<file path="src/cps_pkg.sv">
// constants, register map and carrier types of the codec path power sequencer
// assumes one 100 MHz system clock and a synchronous active-high reset
package cps_pkg;

  // ==========================================================================
  // register map (byte offsets on the apb bus)
  localparam int unsigned ADDR_W     = 8;
  localparam logic [7:0]  OFF_POWER  = 8'h00;
  localparam logic [7:0]  OFF_PATH   = 8'h04;
  localparam logic [7:0]  OFF_INPUT_VOLUME_GAIN   = 8'h08;
  localparam logic [7:0]  OFF_DVOL   = 8'h0c;
  localparam logic [7:0]  OFF_STATUS = 8'h10;
  localparam logic [7:0]  OFF_GAIN   = 8'h14;

  // ==========================================================================
  // field layouts and reset values
  localparam int unsigned POWER_W    = 9;
  localparam int unsigned PATH_W     = 13;
  localparam int unsigned VOL_W      = 8;
  localparam int unsigned STATUS_W   = 5;
  localparam int unsigned DATA_W     = 16;
  localparam logic [8:0]  POWER_RESET = 9'h000;
  // only the volume link bit is set after reset
  localparam logic [12:0] PATH_RESET  = 13'h0020;
  // 0dB code plus 80 steps of 0.375dB gives +30dB
  localparam logic [7:0]  INPUT_VOLUME_GAIN_RESET  = 8'he1;
  localparam logic [7:0]  INPUT_VOLUME_GAIN_0DB    = 8'h91;
  localparam logic [7:0]  DVOL_0DB    = 8'h18;
  localparam logic [7:0]  GAIN_MAX    = 8'hf1;
  localparam logic [7:0]  GAIN_MIN    = 8'h00;

  // ==========================================================================
  // timing: initialization cycles counted in sample periods
  localparam int unsigned INIT_W       = 11;
  localparam logic [10:0] INIT_SAMPLES = 11'd1059;

  typedef struct packed {
    logic line_amp_power;
    logic headphone_right_power;
    logic headphone_left_power;
    logic mixer_input_power;
    logic dac_power;
    logic adc_right_power;
    logic adc_left_power;
    logic mic_bias_power;
    logic reference_power;
  } cps_power_s;

  typedef struct packed {
    logic       ext_master_mode;
    logic [3:0] sample_rate_select;
    logic [1:0] bass_boost_level;
    logic       output_volume_link;
    logic       auto_level_enable;
    logic       headphone_common_voltage_on;
    logic       line_power_save;
    logic       dac_to_line_path;
    logic       dac_to_headphone_path;
  } cps_path_s;

  typedef struct packed {
    logic        psel;
    logic        penable;
    logic        pwrite;
    logic [7:0]  paddr;
    logic [31:0] pwdata;
  } cps_apb_req_s;

  typedef struct packed {
    logic [31:0] prdata;
    logic        pready;
    logic        pslverr;
  } cps_apb_rsp_s;

endpackage

</file>
<file path="src/cps_init_timer.sv">
// counts an initialization cycle of a fixed number of sample periods
// assumes sample_tick is a one-cycle pulse once per sample period
module cps_init_timer (
  input  wire logic clk_sys,
  input  wire logic rst,
  input  wire logic start,
  input  wire logic keep,
  input  wire logic sample_tick,
  output logic      busy
);

  logic [cps_pkg::INIT_W-1:0] count_q;
  logic [cps_pkg::INIT_W-1:0] count_d;
  logic                       busy_d;
  wire                        last_tick = sample_tick && (count_q == 11'd1);

  assign count_d = start ? cps_pkg::INIT_SAMPLES :
                   (busy && sample_tick) ? count_q - 11'd1 : count_q;
  // dropping power mid-cycle abandons the cycle
  assign busy_d  = start || (busy && keep && !last_tick);

  always_ff @(posedge clk_sys) begin
    if (rst) begin
      count_q <= '0;
      busy    <= 1'b0;
    end else begin
      count_q <= count_d;
      busy    <= busy_d;
    end
  end

endmodule

</file>
<file path="src/cps_vol_ramp.sv">
// soft volume transition: one code step per sample period toward the target
// assumes restart is a one-cycle pulse at converter power-up
module cps_vol_ramp (
  input  wire logic       clk_sys,
  input  wire logic       rst,
  input  wire logic       restart,
  input  wire logic       run,
  input  wire logic       sample_tick,
  input  wire logic [7:0] target,
  output logic      [7:0] level
);

  logic [7:0] level_d;
  wire        go_up   = level < target;
  wire        go_down = level > target;

  assign level_d = restart                            ? cps_pkg::DVOL_0DB :
                   (run && sample_tick && go_up)   ? level + 8'h01 :
                   (run && sample_tick && go_down) ? level - 8'h01 : level;

  always_ff @(posedge clk_sys) begin
    if (rst) begin
      level <= cps_pkg::DVOL_0DB;
    end else begin
      level <= level_d;
    end
  end

endmodule

</file>
<file path="src/cps_sequencer.sv">
// codec path power sequencer: apb control registers, converter init cycles,
// level-control gain handling, soft output volume and clock hold
// assumes all inputs synchronous to clk_sys; sample_tick pulses once per fs
module cps_sequencer (
  input  wire logic                 clk_sys,
  input  wire logic                 rst,
  input  wire logic                 power_down_n,
  input  wire cps_pkg::cps_apb_req_s apb_req,
  output cps_pkg::cps_apb_rsp_s     apb_rsp,
  input  wire logic                 sample_tick,
  input  wire logic                 alc_raise,
  input  wire logic                 alc_lower,
  input  wire logic [15:0]          dac_in_left,
  input  wire logic [15:0]          dac_in_right,
  input  wire logic                 master_clock_present,
  input  wire logic                 bit_clock_gen,
  input  wire logic                 frame_clock_gen,
  output cps_pkg::cps_power_s       power_ctrl,
  output cps_pkg::cps_path_s        path_ctrl,
  output logic [15:0]               dac_out_left,
  output logic [15:0]               dac_out_right,
  output logic [7:0]                input_gain_left,
  output logic [7:0]                input_gain_right,
  output logic [7:0]                output_volume_level_left,
  output logic [7:0]                output_volume_level_right,
  output logic                      adc_data_valid,
  output logic                      bit_clock,
  output logic                      frame_clock
);

  // ==========================================================================
  // registers
  cps_pkg::cps_power_s  pwr_q;
  cps_pkg::cps_path_s   path_q;
  logic [7:0]           input_volume_left_q;
  logic [7:0]           input_volume_right_q;
  logic [7:0]           output_volume_left_q;
  logic [7:0]           output_volume_right_q;
  logic [7:0]           alc_gain_left_q;
  logic [7:0]           alc_gain_right_q;
  logic                 adc_any_prev_q;
  logic                 dac_prev_q;
  logic                 pready_q;
  logic                 pslverr_q;
  logic [31:0]          prdata_q;
  logic                 adc_valid_q;
  logic [15:0]          dac_out_left_q;
  logic [15:0]          dac_out_right_q;
  logic                 bit_clock_q;
  logic                 frame_clock_q;

  // the pin clears everything just like the reset does
  wire reg_clear = rst || !power_down_n;

  // ==========================================================================
  // apb decode
  wire setup_phase = apb_req.psel && !apb_req.penable;
  wire wr_en       = apb_req.psel && apb_req.penable && pready_q && apb_req.pwrite;
  wire hit_power   = apb_req.paddr == cps_pkg::OFF_POWER;
  wire hit_path    = apb_req.paddr == cps_pkg::OFF_PATH;
  wire hit_input_volume_gain    = apb_req.paddr == cps_pkg::OFF_INPUT_VOLUME_GAIN;
  wire hit_dvol    = apb_req.paddr == cps_pkg::OFF_DVOL;
  wire hit_status  = apb_req.paddr == cps_pkg::OFF_STATUS;
  wire hit_gain    = apb_req.paddr == cps_pkg::OFF_GAIN;
  wire addr_ok     = hit_power || hit_path || hit_input_volume_gain || hit_dvol || hit_status || hit_gain;

  // ==========================================================================
  // sequencing state
  wire adc_any    = pwr_q.adc_left_power || pwr_q.adc_right_power;
  wire adc_rise   = adc_any && !adc_any_prev_q;
  wire dac_rise   = pwr_q.dac_power && !dac_prev_q;
  wire dac_start  = dac_rise && !adc_any;
  wire adc_busy;
  wire dac_busy;
  // level control sleeps while the record path is off or an init runs
  wire alc_active = path_q.auto_level_enable && adc_any && !dac_busy && !adc_busy;
  // link makes the left field the target for both channels
  wire [7:0] target_right = path_q.output_volume_link ? output_volume_left_q
                                                      : output_volume_right_q;
  wire [7:0] vol_left;
  wire [7:0] vol_right;

  wire [cps_pkg::STATUS_W-1:0] status_word = {alc_active, adc_valid_q, dac_busy,
                                              adc_busy, path_q.auto_level_enable};
  wire [31:0] rd_data =
    hit_power  ? {23'h000000, pwr_q} :
    hit_path   ? {19'h00000, path_q} :
    hit_input_volume_gain   ? {16'h0000, input_volume_right_q, input_volume_left_q} :
    hit_dvol   ? {16'h0000, output_volume_right_q, output_volume_left_q} :
    hit_status ? {27'h0000000, status_word} :
    hit_gain   ? {vol_right, vol_left, input_gain_right, input_gain_left} : 32'h00000000;

  // ==========================================================================
  // apb slave: zero wait states, data prepared during the setup cycle
  always_ff @(posedge clk_sys) begin
    if (reg_clear) begin
      pready_q  <= 1'b0;
      pslverr_q <= 1'b0;
      prdata_q  <= '0;
    end else begin
      pready_q  <= setup_phase;
      pslverr_q <= setup_phase && !addr_ok;
      prdata_q  <= (setup_phase && !apb_req.pwrite) ? rd_data : 32'h00000000;
    end
  end

  always_ff @(posedge clk_sys) begin
    if (reg_clear) begin
      pwr_q                 <= cps_pkg::POWER_RESET;
      path_q                <= cps_pkg::PATH_RESET;
      input_volume_left_q   <= cps_pkg::INPUT_VOLUME_GAIN_RESET;
      input_volume_right_q  <= cps_pkg::INPUT_VOLUME_GAIN_RESET;
      output_volume_left_q  <= cps_pkg::DVOL_0DB;
      output_volume_right_q <= cps_pkg::DVOL_0DB;
    end else if (wr_en) begin
      if (hit_power) pwr_q <= apb_req.pwdata[cps_pkg::POWER_W-1:0];
      if (hit_path) path_q <= apb_req.pwdata[cps_pkg::PATH_W-1:0];
      if (hit_input_volume_gain) begin
        input_volume_left_q  <= apb_req.pwdata[7:0];
        input_volume_right_q <= apb_req.pwdata[15:8];
      end
      if (hit_dvol) begin
        output_volume_left_q  <= apb_req.pwdata[7:0];
        output_volume_right_q <= apb_req.pwdata[15:8];
      end
    end
  end

  // ==========================================================================
  // converter initialization cycles
  cps_init_timer u_adc_init (
    .clk_sys     (clk_sys),
    .rst         (reg_clear),
    .start       (adc_rise),
    .keep        (adc_any),
    .sample_tick (sample_tick),
    .busy        (adc_busy)
  );

  cps_init_timer u_dac_init (
    .clk_sys     (clk_sys),
    .rst         (reg_clear),
    .start       (dac_start),
    .keep        (pwr_q.dac_power),
    .sample_tick (sample_tick),
    .busy        (dac_busy)
  );

  always_ff @(posedge clk_sys) begin
    if (reg_clear) begin
      adc_any_prev_q  <= 1'b0;
      dac_prev_q      <= 1'b0;
      adc_valid_q     <= 1'b0;
      dac_out_left_q  <= '0;
      dac_out_right_q <= '0;
    end else begin
      adc_any_prev_q  <= adc_any;
      dac_prev_q      <= pwr_q.dac_power;
      adc_valid_q     <= adc_any && !adc_busy && !adc_rise;
      // init forces two's-complement zero, then data passes through
      dac_out_left_q  <= (dac_busy || !pwr_q.dac_power) ? 16'h0000 : dac_in_left;
      dac_out_right_q <= (dac_busy || !pwr_q.dac_power) ? 16'h0000 : dac_in_right;
    end
  end

  // ==========================================================================
  // level-control gain; the input volume registers are cleared only by reset or the pin, not by
  // converter power-down, so a power-up reloads the stored setting
  always_ff @(posedge clk_sys) begin
    if (reg_clear) begin
      alc_gain_left_q  <= cps_pkg::INPUT_VOLUME_GAIN_RESET;
      alc_gain_right_q <= cps_pkg::INPUT_VOLUME_GAIN_RESET;
    end else if (adc_rise || dac_busy) begin
      alc_gain_left_q  <= input_volume_left_q;
      alc_gain_right_q <= input_volume_right_q;
    end else if (alc_active && sample_tick) begin
      if (alc_raise && alc_gain_left_q != cps_pkg::GAIN_MAX) begin
        alc_gain_left_q  <= alc_gain_left_q + 8'h01;
        alc_gain_right_q <= alc_gain_right_q + 8'h01;
      end else if (alc_lower && alc_gain_left_q != cps_pkg::GAIN_MIN) begin
        alc_gain_left_q  <= alc_gain_left_q - 8'h01;
        alc_gain_right_q <= alc_gain_right_q - 8'h01;
      end
    end
  end

  always_ff @(posedge clk_sys) begin
    if (reg_clear) begin
      input_gain_left  <= cps_pkg::INPUT_VOLUME_GAIN_RESET;
      input_gain_right <= cps_pkg::INPUT_VOLUME_GAIN_RESET;
    end else begin
      input_gain_left  <= path_q.auto_level_enable ? alc_gain_left_q : input_volume_left_q;
      input_gain_right <= path_q.auto_level_enable ? alc_gain_right_q : input_volume_right_q;
    end
  end

  // ==========================================================================
  // soft output volume
  cps_vol_ramp u_ramp_left (
    .clk_sys     (clk_sys),
    .rst         (reg_clear),
    .restart     (dac_rise),
    .run         (pwr_q.dac_power),
    .sample_tick (sample_tick),
    .target      (output_volume_left_q),
    .level       (vol_left)
  );

  cps_vol_ramp u_ramp_right (
    .clk_sys     (clk_sys),
    .rst         (reg_clear),
    .restart     (dac_rise),
    .run         (pwr_q.dac_power),
    .sample_tick (sample_tick),
    .target      (target_right),
    .level       (vol_right)
  );

  // ==========================================================================
  // serial clocks; a stopped master clock in master mode freezes both
  wire clk_hold = path_q.ext_master_mode && !master_clock_present;

  always_ff @(posedge clk_sys) begin
    if (reg_clear) begin
      bit_clock_q   <= 1'b0;
      frame_clock_q <= 1'b0;
    end else if (!clk_hold) begin
      bit_clock_q   <= bit_clock_gen;
      frame_clock_q <= frame_clock_gen;
    end
  end

  always_ff @(posedge clk_sys) begin
    if (reg_clear) begin
      output_volume_level_left  <= cps_pkg::DVOL_0DB;
      output_volume_level_right <= cps_pkg::DVOL_0DB;
    end else begin
      output_volume_level_left  <= vol_left;
      output_volume_level_right <= vol_right;
    end
  end

  assign apb_rsp    = '{prdata: prdata_q, pready: pready_q, pslverr: pslverr_q};
  assign power_ctrl = pwr_q;
  assign path_ctrl  = path_q;
  assign dac_out_left   = dac_out_left_q;
  assign dac_out_right  = dac_out_right_q;
  assign adc_data_valid = adc_valid_q;
  assign bit_clock      = bit_clock_q;
  assign frame_clock    = frame_clock_q;
endmodule

</file>
<file path="config.mk">
export PLATFORM = sky130hd
export DESIGN_NAME = cps_sequencer
export DESIGN_NICKNAME = d
export VERILOG_FILES = /design/src/cps_pkg.sv /design/src/cps_init_timer.sv /design/src/cps_vol_ramp.sv /design/src/cps_sequencer.sv
export SDC_FILE = /design/constraint.sdc
export NUM_CORES = 1
export LEC_CHECK = 0
export ABC_CLOCK_PERIOD_IN_PS = 3500
export BUFFER_PORTS_ARGS = -buffer_cell sky130_fd_sc_hd__buf_4
export CAP_MARGIN = 10
export CORE_MARGIN = 10
export CORE_UTILIZATION = 35
export CTS_CLUSTER_DIAMETER = 60
export CTS_CLUSTER_SIZE = 25
export DETAILED_ROUTE_END_ITERATION = 10
export PLACE_DENSITY = 0.62
export SYNTH_ARGS = -nofsm -noshare
export SYNTH_HDL_FRONTEND = slang
export SYNTH_SLANG_ARGS = --single-unit
export TNS_END_PERCENT = 5
</file>
<file path="constraint.sdc">
create_clock -name clk_sys -period 3.5 [get_ports clk_sys]
set_input_delay 0.525 -clock clk_sys [delete_from_list [all_inputs] [get_ports clk_sys]]
set_output_delay 0.525 -clock clk_sys [all_outputs]
set_load 0.01 [all_outputs]
</file>
==> qor.yml <==
utilization_pct: 45.2
n_antenna_cell: 0
grt-ovfl-total: 0
grt_max_degree: 73
status: "completed"
cp_slowest_cell: "o41a_1"
wl_per_cell_um: 18.5
crit_required_ps: 3920
vdd_ir_drop_max_mv: 0.315
synth_top_area_share_pct: 45.8
cts_tree: "done"
grt_pass1_wl_mm: 44.0
dieArea_sq_um: 33500
gp_congestion: 0.833
cp_max_fo: 5
synth.area.top_cells: "dfxtp_1 (46%), mux2i_1 (7.3%), ha_1 (5.9%), nand2_1 (5.0%), a21oi_1 (4.3%)"
root_buffer: "clkbuf_16"
fin_setup_tns_ps: 0
syn_nets: 1132
io_pins: 207
drtPass1Iterations: 7
synth_edf_count: 0
synthTopCellsByCount: "dfxtp_1 (213), nand2_1 (124), nor2_1 (97), a21oi_1 (79), mux2i_1 (68)"
num_rows: 59
p_per_area_nw_per_um2: 414
clock_sinks: 213
p_total_mw: 4.89
ys_types: 61
leakagePower_nw: 4.91
drc_errors: 0
syn_area_per_cell_sq_um: 9.30
insertion_delay_ps: 520
drv_slew: 0
grt_util_met3_pct: 2.61
globalRouteMet1Util_pct: 20.4
syn_area_sq_um: 9300
finalCriticalPeriod_ps: 3350
rsz0062_at_grt: "true"
worst-setup-path-type: "reg -> reg"
start_util_pct: 35.6
grt_usage_pct: 16.3
hold_class: "in -> reg"
syn-instance-count: 1000
first_global_vias: 7664
antenna_found_initial: 0
path_cells: "buf_4 -> mux2i_1 -> ha_1 -> and3_1 -> a211oi_2 -> o211ai_1 -> ha_1 -> a21oi_2 -> o221ai_1 -> o41a_1 -> nor3b_2 -> nor3_1 -> nor3_1"
yosysMostFrequentCell: "dfxtp_1"
synth-seq-area-share_pct: 45.8
core_sq_um: 26100
setup_viol: 0
worstPathArrival_ps: 3760
met2_usage_pct: 28.4
clk_path_buf_depth: 3
synth-seq-cells: 213
ant_nets: 0
gr-max-usage-layer: "met2"
nets: 1319
slowest_delay_ps: 370
hold_viol_final: 0
routed_via_density: 5.05
synth_top_area_cell: "dfxtp_1"
drt-total-wl_mm: 28.4
cap_violations: 0
synth-main-ff-cell: "dfxtp_1"
ys_warn_count: 0
cts.htree.levels: 1
hpwl_mm: 21.4
worst_slew_pin_slew_ps: 829
die-height_um: 183
cts_hold_buf: 0
slew_headroom_pct: 44.7
clock.fmax_ghz: 0.299
async_flop_share_pct: 0
start_kind: "flop"
end_kind: "flop"
cts_buffers: 18
numPortBuffers: 190
area_growth_pct: 27.1
drive_gt1_share_pct: 23.4
fin_worst_skew_ps: 33.2
num_vias: 7749
die_w_um: 183
finalCritPeriodShare_pct: 95.6
clkTransAtPathRegs_ps: 90
drt_iter0_drc: 591
## cells by family (layout without fill, tap and decap cells)
logic type	Yosys count	after routing	share of synthesized area, %
AO/OA/AOI/OAI	161	161	11.3
adder cells (fa/ha/maj)	48	48	6.78
buffers and inverters	76	275	3.87
flip-flops	213	213	45.8
XOR/XNOR	38	38	3.58
AND/OR/NAND/NOR	390	390	20.6
multiplexers	74	74	8.04
## final timing paths
check / start / to / slack (ps) / cells after the start
setup / recovery: path_ctrl[5] / u_ramp_right.level[7] / 150 / 13
hold / removal: dac_in_left[12] / dac_out_left[12] / 220 / 2
setup reg to reg: path_ctrl[5] / u_ramp_right.level[7] / 150 / 13
hold reg to reg: output_volume_right_q[1] / output_volume_right_q[1] / 480 / 2
## critical path: cells and delay by family, from the launching register on
| family | cells | cell delay [ps] |
|---|---|---|
| and+or+nand+nor | 4 | 710 |
| buffers and inverters | 1 | 150 |
| muxes | 1 | 220 |
| AOI/OAI and AO/OA | 5 | 1180 |
| adders and majority gates | 2 | 620 |
| DFF | 1 | 360 |
## metal layers
layer  wire [um]  share of wire (%)  vias to the layer above
li1            -                  -                     3833
met1       12100                 43                     3654
met2       14000                 49                      229
met3        1760                6.2                       33
met4         505                1.8                        0
met5           0                  0                        -
## registers in the layout, summed over array words and instances, names as in the netlist, 9 cells and up
name                cells
u_adc_init.count_q     11
power_ctrl              9
prdata_q               32
dac_out_left           16
path_ctrl              13
u_dac_init.count_q     11
dac_out_right          16
## layout by cell type (no fill, tap or decap), types with 7 or more instances in the layout
master and n:
mux2i_1 66, nand3_1 28, nor3_1 18, and3_1 19, nand2b_1 10, nor3b_1 9
inv_1 27, and2_1 43, buf_4 215, xnor2_1 26, ha_1 44, xor2_1 12
o211ai_1 8, a222oi_1 12, nor2b_1 9, clkbuf_16 19, dfxtp_1 210, nor2_1 97
o21bai_1 7, a21oi_1 77, o21ai_0 17, nand2_1 124
## through the flow
stage / area [sq um] / worst slack [ps] / hold WS, ps / std cells
2_1_floorplan: 9300 / 27.4 / 434 / 1000
3_3_place_gp: 11100 / 216 / 462 / 1502
3_5_place_dp: 11100 / 114 / 459 / 1502
4_1_cts: 11800 / 43.0 / 207 / 1534
5_1_grt: 11800 / -32.1 / 211 / 1534
6_report: 11800 / 153 / 225 / 1534
## final cells by class
cell class / instances / area, sq um
timing repair buffer: 216 / 1630
multi-input combinational: 711 / 4710
sequential: 213 / 4270
inverter: 27 / 101
clock inverter: 13 / 209
clock buffer: 19 / 475
fill: 2552 / 14300
tap: 335 / 419
## timing repair
item                       CTS  global route
resized for setup            0            10
setup endpoints to repair    0             3
buffers inserted             0             0
## power by group
group,switching [mW],internal (mW),leakage [nW]
Clock,1.11,1.17,0.329
Combinational,0.103,0.0868,2.86
Sequential,0.000690,2.42,1.72
Total,1.21,3.68,4.91
No activity file was read; power rests on OpenSTA's default activity.
